## src/verilog/acx_pkg.sv

```systemverilog
// Summary of operation
// RULE1: Clear accumulator zeroes all eight bits in one cycle, flags unchanged.
// RULE2: Clear bit zeroes carry or an addressed bit in one cycle, no other flags.
// RULE3: Complement accumulator inverts every bit in one cycle, flags unchanged.
// RULE4: Complement bit inverts carry or an addressed bit in one cycle.
// RULE5: Port read-modify-write takes the old value from the output latch, not pins.
// RULE6: Decimal adjust adds six to low nibble if above nine or aux carry set.
// RULE7: Then adds six to high nibble if carry or above nine; carry only set.
// RULE8: Whole decimal adjust completes in one single-cycle instruction.
// RULE9: Decrement subtracts one with wrap, no flags, one cycle in every form.
// RULE10: Divide is unsigned, quotient to A, remainder to B, clears carry and overflow, four cycles.
// RULE11: Divide by zero sets overflow and clears carry; results undefined.
// RULE12: Decrement-branch decrements with wrap, branches on nonzero, no flags.
// RULE13: Branch target is advanced program counter plus sign-extended displacement.
// RULE14: Decrement-branch operand is a working register or a direct byte only.
// RULE15: Compare-branch sets carry when first below second, branches on inequality, pc plus three.
// RULE16: Decrement-branch takes two machine cycles.
package acx_pkg;

  typedef enum logic [3:0] {
    OP_NONE      = 4'h0,
    OP_CLR_ACC   = 4'h1,
    OP_CLR_BIT   = 4'h2,
    OP_INV_ACC   = 4'h3,
    OP_INV_BIT   = 4'h4,
    OP_DA        = 4'h5,
    OP_DEC       = 4'h6,
    OP_DIV       = 4'h7,
    OP_DECREMENT_BRANCH_NONZERO_OP      = 4'h8,
    OP_COMPARE_BRANCH_UNEQUAL_OP      = 4'h9
  } acx_op_e;

  // Operand location for byte and bit operations
  typedef enum logic [2:0] {
    LOC_ACC      = 3'h0,
    LOC_WREG     = 3'h1,
    LOC_DIRECT   = 3'h2,
    LOC_INDIRECT = 3'h3,
    LOC_CARRY    = 3'h4,
    LOC_PORT     = 3'h5
  } acx_loc_e;

  // Request from the decoder
  typedef struct packed {
    acx_op_e     op;
    acx_loc_e    loc;
    logic [7:0]  operand;
    logic [7:0]  compare;
    logic [7:0]  rel;
    logic [15:0] pc_next;
    logic [2:0]  bit_sel;
  } acx_req_s;

  // Result to write-back
  typedef struct packed {
    logic [7:0]  acc;
    logic [7:0]  breg;
    logic [7:0]  data;
    logic        data_we;
    acx_loc_e    loc;
    logic        cy;
    logic        ov;
    logic        cy_we;
    logic        ov_we;
    logic        branch;
    logic [15:0] target;
  } acx_res_s;

  localparam logic [3:0] CYC_ONE   = 4'h1;
  localparam logic [3:0] CYC_DECREMENT_BRANCH_NONZERO_OP  = 4'h2;
  localparam logic [3:0] CYC_COMPARE_BRANCH_UNEQUAL_OP  = 4'h2;
  localparam logic [3:0] CYC_DIV   = 4'h4;
  localparam logic [3:0] BCD_MAX   = 4'h9;
  localparam logic [3:0] BCD_FIX   = 4'h6;
  localparam logic [7:0] BYTE_ZERO = 8'h00;
  localparam logic [7:0] BYTE_ONE  = 8'h01;

endpackage : acx_pkg

```

## src/verilog/acx_alu.sv

```systemverilog
`timescale 1ns/1ps
module acx_alu (
  // Clock and reset
  input  wire logic              i_sys_clk,
  input  wire logic              i_rst_n,
  // Request
  input  wire logic              i_start,
  input  wire acx_pkg::acx_req_s i_req,
  input  wire logic [7:0]        i_acc,
  input  wire logic [7:0]        i_breg,
  input  wire logic              i_cy,
  input  wire logic              i_ac,
  input  wire logic [7:0]        i_port_latch,
  // Result
  output logic                   o_busy,
  output logic                   o_done,
  output acx_pkg::acx_res_s      o_res
);

  //////////////////////////////////////////////////////////////////////////
  // Functions

  function automatic logic [7:0] dec8(input logic [7:0] v);
    dec8 = v - acx_pkg::BYTE_ONE;
  endfunction : dec8

  function automatic logic [15:0] rel_tgt(input logic [15:0] pc, input logic [7:0] r);
    rel_tgt = pc + {{8{r[7]}}, r};
  endfunction : rel_tgt

  //////////////////////////////////////////////////////////////////////////
  // Datapath

  acx_pkg::acx_req_s req_q;
  logic [3:0]        cnt_q;
  logic              busy_q;
  logic [7:0]        old_v;
  acx_pkg::acx_res_s res_d;
  acx_pkg::acx_res_s res_q;
  logic              done_q;
  logic [8:0]        da_lo;
  logic [8:0]        da_hi;
  logic              da_cy;

  // Old operand value; port writes read the output latch, never the pins
  always_comb begin
    if (i_req.loc == acx_pkg::LOC_PORT) begin
      old_v = i_port_latch; // RULE5
    end else if (i_req.loc == acx_pkg::LOC_ACC) begin
      old_v = i_acc;
    end else begin
      old_v = i_req.operand;
    end
  end

  // Decimal adjust, both steps combinational within one cycle
  always_comb begin
    if (i_acc[3:0] > acx_pkg::BCD_MAX || i_ac) begin
      da_lo = {1'b0, i_acc} + {5'h00, acx_pkg::BCD_FIX}; // RULE6
    end else begin
      da_lo = {1'b0, i_acc};
    end
    da_cy = i_cy | da_lo[8]; // RULE6
    if (da_lo[7:4] > acx_pkg::BCD_MAX || da_cy) begin
      da_hi = {1'b0, da_lo[7:0]} + {1'b0, acx_pkg::BCD_FIX, 4'h0}; // RULE7
    end else begin
      da_hi = {1'b0, da_lo[7:0]};
    end
  end

  // Result computation at issue, captured in one register
  always_comb begin
    res_d        = '0;
    res_d.acc    = i_acc;
    res_d.breg   = i_breg;
    res_d.loc    = i_req.loc;
    res_d.cy     = i_cy;
    res_d.target = i_req.pc_next;
    case (i_req.op)
      acx_pkg::OP_CLR_ACC: begin
        res_d.acc = acx_pkg::BYTE_ZERO; // RULE1
      end
      acx_pkg::OP_CLR_BIT: begin
        if (i_req.loc == acx_pkg::LOC_CARRY) begin
          res_d.cy    = 1'b0; // RULE2
          res_d.cy_we = 1'b1;
        end else begin
          res_d.data    = old_v & ~(acx_pkg::BYTE_ONE << i_req.bit_sel); // RULE2
          res_d.data_we = 1'b1;
        end
      end
      acx_pkg::OP_INV_ACC: begin
        res_d.acc = ~i_acc; // RULE3
      end
      acx_pkg::OP_INV_BIT: begin
        if (i_req.loc == acx_pkg::LOC_CARRY) begin
          res_d.cy    = ~i_cy; // RULE4
          res_d.cy_we = 1'b1;
        end else begin
          res_d.data    = old_v ^ (acx_pkg::BYTE_ONE << i_req.bit_sel); // RULE4
          res_d.data_we = 1'b1;
        end
      end
      acx_pkg::OP_DA: begin
        res_d.acc   = da_hi[7:0]; // RULE8
        res_d.cy    = da_cy | da_hi[8]; // RULE7
        res_d.cy_we = 1'b1;
      end
      acx_pkg::OP_DEC: begin
        if (i_req.loc == acx_pkg::LOC_ACC) begin
          res_d.acc = dec8(i_acc); // RULE9
        end else begin
          res_d.data    = dec8(old_v); // RULE9
          res_d.data_we = 1'b1;
        end
      end
      acx_pkg::OP_DECREMENT_BRANCH_NONZERO_OP: begin
        // Only working register or direct byte reach here
        res_d.data    = dec8(old_v); // RULE12 RULE14
        res_d.data_we = 1'b1;
        res_d.branch  = (dec8(old_v) != acx_pkg::BYTE_ZERO); // RULE12
        res_d.target  = rel_tgt(i_req.pc_next, i_req.rel); // RULE13
      end
      acx_pkg::OP_COMPARE_BRANCH_UNEQUAL_OP: begin
        res_d.cy     = old_v < i_req.compare; // RULE15
        res_d.cy_we  = 1'b1;
        res_d.branch = old_v != i_req.compare; // RULE15
        res_d.target = rel_tgt(i_req.pc_next, i_req.rel); // RULE15
      end
      acx_pkg::OP_DIV: begin
        res_d.cy_we = 1'b1;
        res_d.ov_we = 1'b1;
        res_d.cy    = 1'b0; // RULE10 RULE11
        if (i_breg == acx_pkg::BYTE_ZERO) begin
          res_d.ov = 1'b1; // RULE11
        end else begin
          res_d.acc  = i_acc / i_breg; // RULE10
          res_d.breg = i_acc % i_breg; // RULE10
        end
      end
      default: begin
        res_d.acc = i_acc;
      end
    endcase
  end

  //////////////////////////////////////////////////////////////////////////
  // Sequencing

  // Multi-cycle ops hold busy so the decoder waits; result shown from the cycle after issue
  always_ff @(posedge i_sys_clk) begin
    if (!i_rst_n) begin
      busy_q <= 1'b0;
      cnt_q  <= 4'h0;
      req_q  <= '0;
    end else if (i_start && !busy_q) begin
      req_q <= i_req;
      if (i_req.op == acx_pkg::OP_DIV) begin
        busy_q <= 1'b1;
        cnt_q  <= acx_pkg::CYC_DIV - 4'h1; // RULE10
      end else if (i_req.op == acx_pkg::OP_DECREMENT_BRANCH_NONZERO_OP) begin
        busy_q <= 1'b1;
        cnt_q  <= acx_pkg::CYC_DECREMENT_BRANCH_NONZERO_OP - 4'h1; // RULE16
      end else if (i_req.op == acx_pkg::OP_COMPARE_BRANCH_UNEQUAL_OP) begin
        busy_q <= 1'b1;
        cnt_q  <= acx_pkg::CYC_COMPARE_BRANCH_UNEQUAL_OP - 4'h1; // RULE15
      end else begin
        busy_q <= 1'b0;
      end
    end else if (busy_q) begin
      cnt_q <= cnt_q - 4'h1;
      if (cnt_q == acx_pkg::CYC_ONE) begin
        busy_q <= 1'b0;
      end
    end
  end

  // Result register, loaded at issue
  always_ff @(posedge i_sys_clk) begin
    if (!i_rst_n) begin
      res_q <= '0;
    end else if (i_start && !busy_q) begin
      res_q <= res_d;
    end
  end

  // Done pulses when the last cycle of the op ends
  always_ff @(posedge i_sys_clk) begin
    if (!i_rst_n) begin
      done_q <= 1'b0;
    end else begin
      done_q <= (i_start && !busy_q && i_req.op != acx_pkg::OP_DIV && i_req.op != acx_pkg::OP_DECREMENT_BRANCH_NONZERO_OP
                 && i_req.op != acx_pkg::OP_COMPARE_BRANCH_UNEQUAL_OP && i_req.op != acx_pkg::OP_NONE)
                || (busy_q && cnt_q == acx_pkg::CYC_ONE);
    end
  end

  assign o_busy = busy_q;
  assign o_done = done_q;
  assign o_res  = res_q;
endmodule : acx_alu

```

## config.mk

```make
export PLATFORM = sky130hd
export DESIGN_NAME = acx_alu
export DESIGN_NICKNAME = d
export VERILOG_FILES = /design/src/verilog/acx_pkg.sv /design/src/verilog/acx_alu.sv
export SDC_FILE = /design/constraint.sdc
export NUM_CORES = 1
export LEC_CHECK = 0
export ABC_AREA = 1
export CORE_MARGIN = 2
export CORE_UTILIZATION = 56
export CTS_CLUSTER_DIAMETER = 100
export DETAILED_ROUTE_END_ITERATION = 10
export DONT_BUFFER_PORTS = 1
export HOLD_SLACK_MARGIN = 0.02
export PLACE_DENSITY = 0.74
export SYNTH_ARGS = -nofsm -noshare
export SYNTH_HDL_FRONTEND = slang
export SYNTH_SLANG_ARGS = --single-unit
export TNS_END_PERCENT = 100
```

## constraint.sdc

```tcl
create_clock -name i_sys_clk -period 10.8 [get_ports i_sys_clk]
set_input_delay 1.62 -clock i_sys_clk [delete_from_list [all_inputs] [get_ports i_sys_clk]]
set_output_delay 1.62 -clock i_sys_clk [all_outputs]
set_load 0.005 [all_outputs]
```

* After elaboration in Yosys (flattened, before gate mapping)
Cells that the tools add are included.
W data, S select, Z words.
** Word-level totals
- Register bits after elaboration :: 55
- Input port bits :: 79
- Output and inout port bits :: 51
- Word-level logic and storage cells :: 100
** Operators by class
- Add/subtract/negate cells :: 6
- Div/mod/pow operators :: 2
- $lt $le $gt $ge :: 3
- Equal/unequal tests :: 17
- Shift-type cells :: 1
- Multiplexer cells :: 32
- Bitwise operators :: 7
- Reduce and logical (&&, ||, !) cells :: 18
** Operator list (count)
- $mux W9 :: 5
- $pmux W8 S5 :: 1
- $pmux W9 S4 :: 1
- $pmux W17 S2 :: 1
- $mux W8 :: 4
- $mux W4 :: 5
- $add A16 B16 Y16 :: 1
- $eq A4 B3 Y1 const B :: 4
- $mux W16 :: 1
- $not A8 Y8 :: 2
- $sub A8 B1 Y8 const B :: 2
- $mux W1 :: 12
- $add A8 B3 Y9 const B :: 1
- $add A8 B7 Y9 const B :: 1
- $and A8 B8 Y8 :: 1
- $div A8 B8 Y8 :: 1
- $eq A4 B1 Y1 const B :: 2
- $eq A4 B2 Y1 const B :: 2
- $eq A4 B4 Y1 const B :: 2
- $gt A4 B4 Y1 const B :: 2
- $logic_not A8 Y1 :: 1
- $lt A8 B8 Y1 :: 1
- $mod A8 B8 Y8 :: 1
- $ne A4 B4 Y1 const B :: 2
- 21 further kinds :: 30

* Logic depth before layout (Yosys ltp)
- Depth in word-level cells :: 8
- Depth in mapped cells :: 66
- Gate-level depth less buffers :: 66

* Worst setup path before layout
No wires, ideal clock.
- Path kind :: input to register
- Start :: input port i_breg[0]
- End :: register res_q (netlist bit o_res[41])
- Setup time :: 0.137 ns
- Arrival time :: 10.113 ns
- Required time :: 10.663 ns
- Slack :: 0.550 ns
- Cell stages on the path :: 61
- Buffers on the path :: 1
- Cells stage by stage :: inv_1 > ha_1 > nand3_1 > or2_2 > nand2_1 > inv_1 > ha_1 > o21ai_0 > nand2_1 > nand2_1 > o21ai_0 > ha_1 > a21oi_1 > nand2_1 > nand2_1 > nand2_1 > nand2_1 > nand2_1 > [... 25 more ...] > ha_1 > inv_1 > nor3_1 > o21ai_0 > nand3_1 > inv_1 > buf_2 > nand2_1 > o21ai_0 > fa_1 > inv_1 > nor2_1 > o21ai_0 > o2111ai_1 > nand2_1 > inv_1 > o21ai_0 > a21oi_1
** Between the ends
- Longest elaborated chain between the ends :: 3
- Elaborated cells on any way between the ends :: 4
- Classes of those cells :: 1 x div; 2 x mux; 1 x reduce/logical
** RTL lines
- start, declared :: RTL line acx_alu.sv:10 : input wire logic [7:0] i_breg,
- $div A8 B8 Y8 / $logic_not A8 Y1 (equally long branches) :: RTL line acx_alu.sv:137, acx_alu.sv:134
- $mux W16 (*) :: RTL line acx_alu.sv:134 : if (i_breg == acx_pkg::BYTE_ZERO) begin
- $pmux W8 S5 (*) :: RTL line acx_alu.sv:79 : case (i_req.op)
- end signal, assigned :: RTL line acx_alu.sv:183 : res_q <= res_d;
- end, declared :: RTL line acx_alu.sv:39 : acx_pkg::acx_res_s res_q;
Every way passes the cells marked *; elsewhere a longest branch is shown, timed or not.
A chain may end at the register's enable or synchronous reset.

* Final worst setup path
- Start :: input port i_breg[5]
- End :: register res_q (netlist bit o_res[36])
** Between the ends
- Longest elaborated chain between the ends :: 3
- Elaborated cells on any way between the ends :: 4
- Classes of those cells :: 1 x div; 2 x mux; 1 x reduce/logical
** RTL lines (RTL line)
- $mod A8 B8 Y8 / $logic_not A8 Y1 (equally long branches) :: acx_alu.sv:138, acx_alu.sv:134
- $mux W16 (*) :: acx_alu.sv:134
- $mux W8 (*) :: acx_alu.sv:79
Marks and branches as above.

==> flow_metrics.tcl <==
set metrics [dict create \
    drv_cap 0 \
    grt_usage_pct 29.4 \
    fin_skew_ns 0.00702 \
    htree_levels 2 \
    p_seq_share_pct 30.2 \
    switching_power_uw 313 \
    vias 6919 \
    area_growth_pct 7.17 \
    hp-start "o_res[20]$_SDFFE_PN0P_" \
    core_region_area_mm2 0.0115 \
    io_pins 130 \
    yosys.cell_types.count 49 \
    synth-edff-count 0 \
    synthArstFlopShare_pct 0 \
    cp-end-kind "flip-flop" \
    arrival_ns 10.34 \
    power_density_mw_per_mm2 107 \
    cts_buffers 5 \
    fill_cells 1135 \
    rr_startpoint "o_busy$_SDFF_PN0_" \
    diodes 0 \
    layout-drive-gt1-share_pct 10.6 \
    path_class "input port to flip-flop" \
    cts_root_buf "clkbuf_16" \
    clk_latency_ns 0.30 \
    hp-class "flip-flop to flip-flop" \
    period_share_pct 93.6 \
    relSlewSlack_pct 35.1 \
    startpoint_type "input port" \
    postPlaceCellArea_mm2 0.00674 \
    chipHeight_um 113 \
    post-dp-hpwl_um 14800 \
    slowest_stage "ha_1" \
    worst_pin_slew_ns 0.970 \
    grt_pass1_vias 6420 \
    status "complete, but fails checks" \
    grt_max_degree 51 \
    nets 1218 \
    avgSynthCellArea_um2 6.21 \
    viasPerCell 5.75 \
    drt_pre_antenna_iters 8 \
    synthesis.area_mm2 0.00665 \
    hold_viol 0 \
    place_inst 1191 \
    timing.fmax_mhz 98.9 \
    synth_nets 1230 \
    synthCells 1071 \
    initial_core_util_pct 57.8 \
    yosysSeqAreaShare_pct 16.6 \
    critPathMostFrequentCell "nand2_1" \
    r2r_setup_slack_ns 7.94 \
    yosys_most_used_dff "dfxtp_1" \
    die_area_mm2 0.0128 \
    p_comb_share_pct 46.7 \
    grt_pass1_wl_um 30900 \
    p_int_uw 450 \
    gr-total-overflow 0 \
    post-route-min-period_ns 10.11 \
    drcViolationCount 13 \
    antenna_found_initial 0 \
    maxSlewViolCount 0 \
    critPathLaunch "i_breg[5]" \
    clock_sinks 55 \
    first_iter_violations 526 \
    clockBufferDepth 2 \
    cp.required_ns 11.03 \
    rows 39 \
    cp_max_fo 11 \
    postRouteAntennaNets 0 \
    power_uw 763 \
    peakVddDrop_v 0.0000728 \
    fin_area_mm2 0.00713 \
    ys.warnings.count 0 \
    wl_um 19200 \
    cts_hold_buf 0 \
    violations "design-rule violations" \
    max_stage_delay_ns 0.35 \
    wl_per_cell_um 15.9 \
    final_core_util_pct 61.9 \
    power_frac_clock_pct 23.1 \
    setup_violations 0 \
    routabilityCongestion 0.988 \
    cp_num_buf_inv 7 \
    p_sw_share_pct 41.0 \
    portBuffers 0 \
    cts_tree "yes" \
    leakage_nw 3.33 \
    clkTransAtPathRegs_ns 0.07 \
    path_delay_family "simple AND/OR/NAND/NOR gates" \
    timing.hold.ws_ns 0.484 \
    die_w_um 113 \
    yosys_register_bits 55 \
    fin_cells 1203 \
]
## cell usage after synthesis, types with 5 or more instances
cell type  count  share of area (%)
nor2_1        62                3.5
nor2_2         7               0.66
or2_2         11                1.0
xnor2_1       10                1.3
a21oi_1      114                8.6
o211ai_1      15                1.7
clkbuf_1      23                1.3
nand4_1        6               0.56
a21oi_2        7               0.92
a31oi_1        5               0.47
o21ai_1        8               0.60
and2_1         7               0.66
xor2_1        20                2.6
nand3_1       83                6.2
nand2_1      250                 14
o21ai_0      101                7.6
dfxtp_1       55                 17
ha_1          78                 15
inv_2          8               0.45
inv_1        123                6.9
nor3_1        15                1.1
## area by class of cell
class / count / area (um2) / area share [%]
inverters: 136 / 518 / 7.27
repair buffers: 13 / 97.6 / 1.37
multi-input cells: 848 / 5080 / 71.2
well taps: 143 / 179 / 2.51
flip-flops and latches: 55 / 1100 / 15.4
clock buffers: 6 / 139 / 1.95
clock inverters: 2 / 16.3 / 0.228
## per-stage QoR
step                setup slack, ns  TNS [ns]
global placement            -0.0407    -0.161
CTS                          0.0690         0
finish                        0.690         0
floorplan                     0.550         0
global route                -0.0124   -0.0194
detailed placement           -0.198     -1.10
## registers in the layout, indices dropped and copies added (netlist names)
signal and cells:
o_done 1, o_res 49, o_busy 1, cnt_q 4
## final timing paths
check	end	cells past startpoint
max	o_res[36]$_SDFFE_PN0P_	59
min	o_res[20]$_SDFFE_PN0P_	2
max reg2reg	cnt_q[1]$_SDFFE_PN0P_	8
min reg2reg	o_res[20]$_SDFFE_PN0P_	2
## power by group through the flow
stage                     clock network (mW)  logic, mW  registers, mW
after global placement                     0      0.318          0.235
after detailed placement                   0      0.318          0.235
after global routing                   0.185      0.404          0.232
after CTS                              0.180      0.320          0.230
final                                  0.176      0.356          0.230
after floorplan                            0      0.263          0.230
## routing by layer
metal  GRT usage (%)  wire length, um  vias up
li1                -                -     3572
met2            48.2             8500      219
met4            8.94              537        0
met1            39.7             8850     3086
met3            4.98             1280       42
met5               0                0        -
## what timing repair did
action                                  4_1_cts  5_1_grt
endpoints found under the setup margin        0        9
gates resized for setup                       0       56
hold endpoints to repair                      0        0
buffers inserted                              0        4
## tightest hold or removal path: stages (launching register included)
cell and delay (ns):
dfxtp_1 0.32, nand2_1 0.06, a21oi_1 0.05
## kinds of logic (layout without fill, tap and decap cells)
logic type,after synthesis,count (layout),share of synthesized area (%)
fa+ha+maj,80,80,15.3
compound gates,278,278,23.6
buf+inv,168,157,10.1
flops,55,55,16.6
simple gates,459,459,30.3
xor+xnor,31,31,4.19
## cells in the final DEF, fill, tap and decap left out, types with 4 or more instances in the layout
cell type	instances
nor2_4	4
nand3_2	4
dfxtp_1	55
inv_2	9
nor2_2	9
buf_4	13
nor3_2	4
nand2_2	8
a31oi_1	5
clkinv_1	4
ha_4	6
o21ai_2	8
ha_1	71
nand3_1	81
o21ai_0	87
and2_1	7
a21oi_2	13
clkbuf_16	5
nand2_1	244
nand4_1	6
o21ai_1	18
or2_2	11
xor2_1	20
nor3_1	11
o211ai_1	15
a21oi_1	108
nor2_1	60
inv_1	120
xnor2_1	10
No activity file was read; power rests on OpenSTA's default activity.
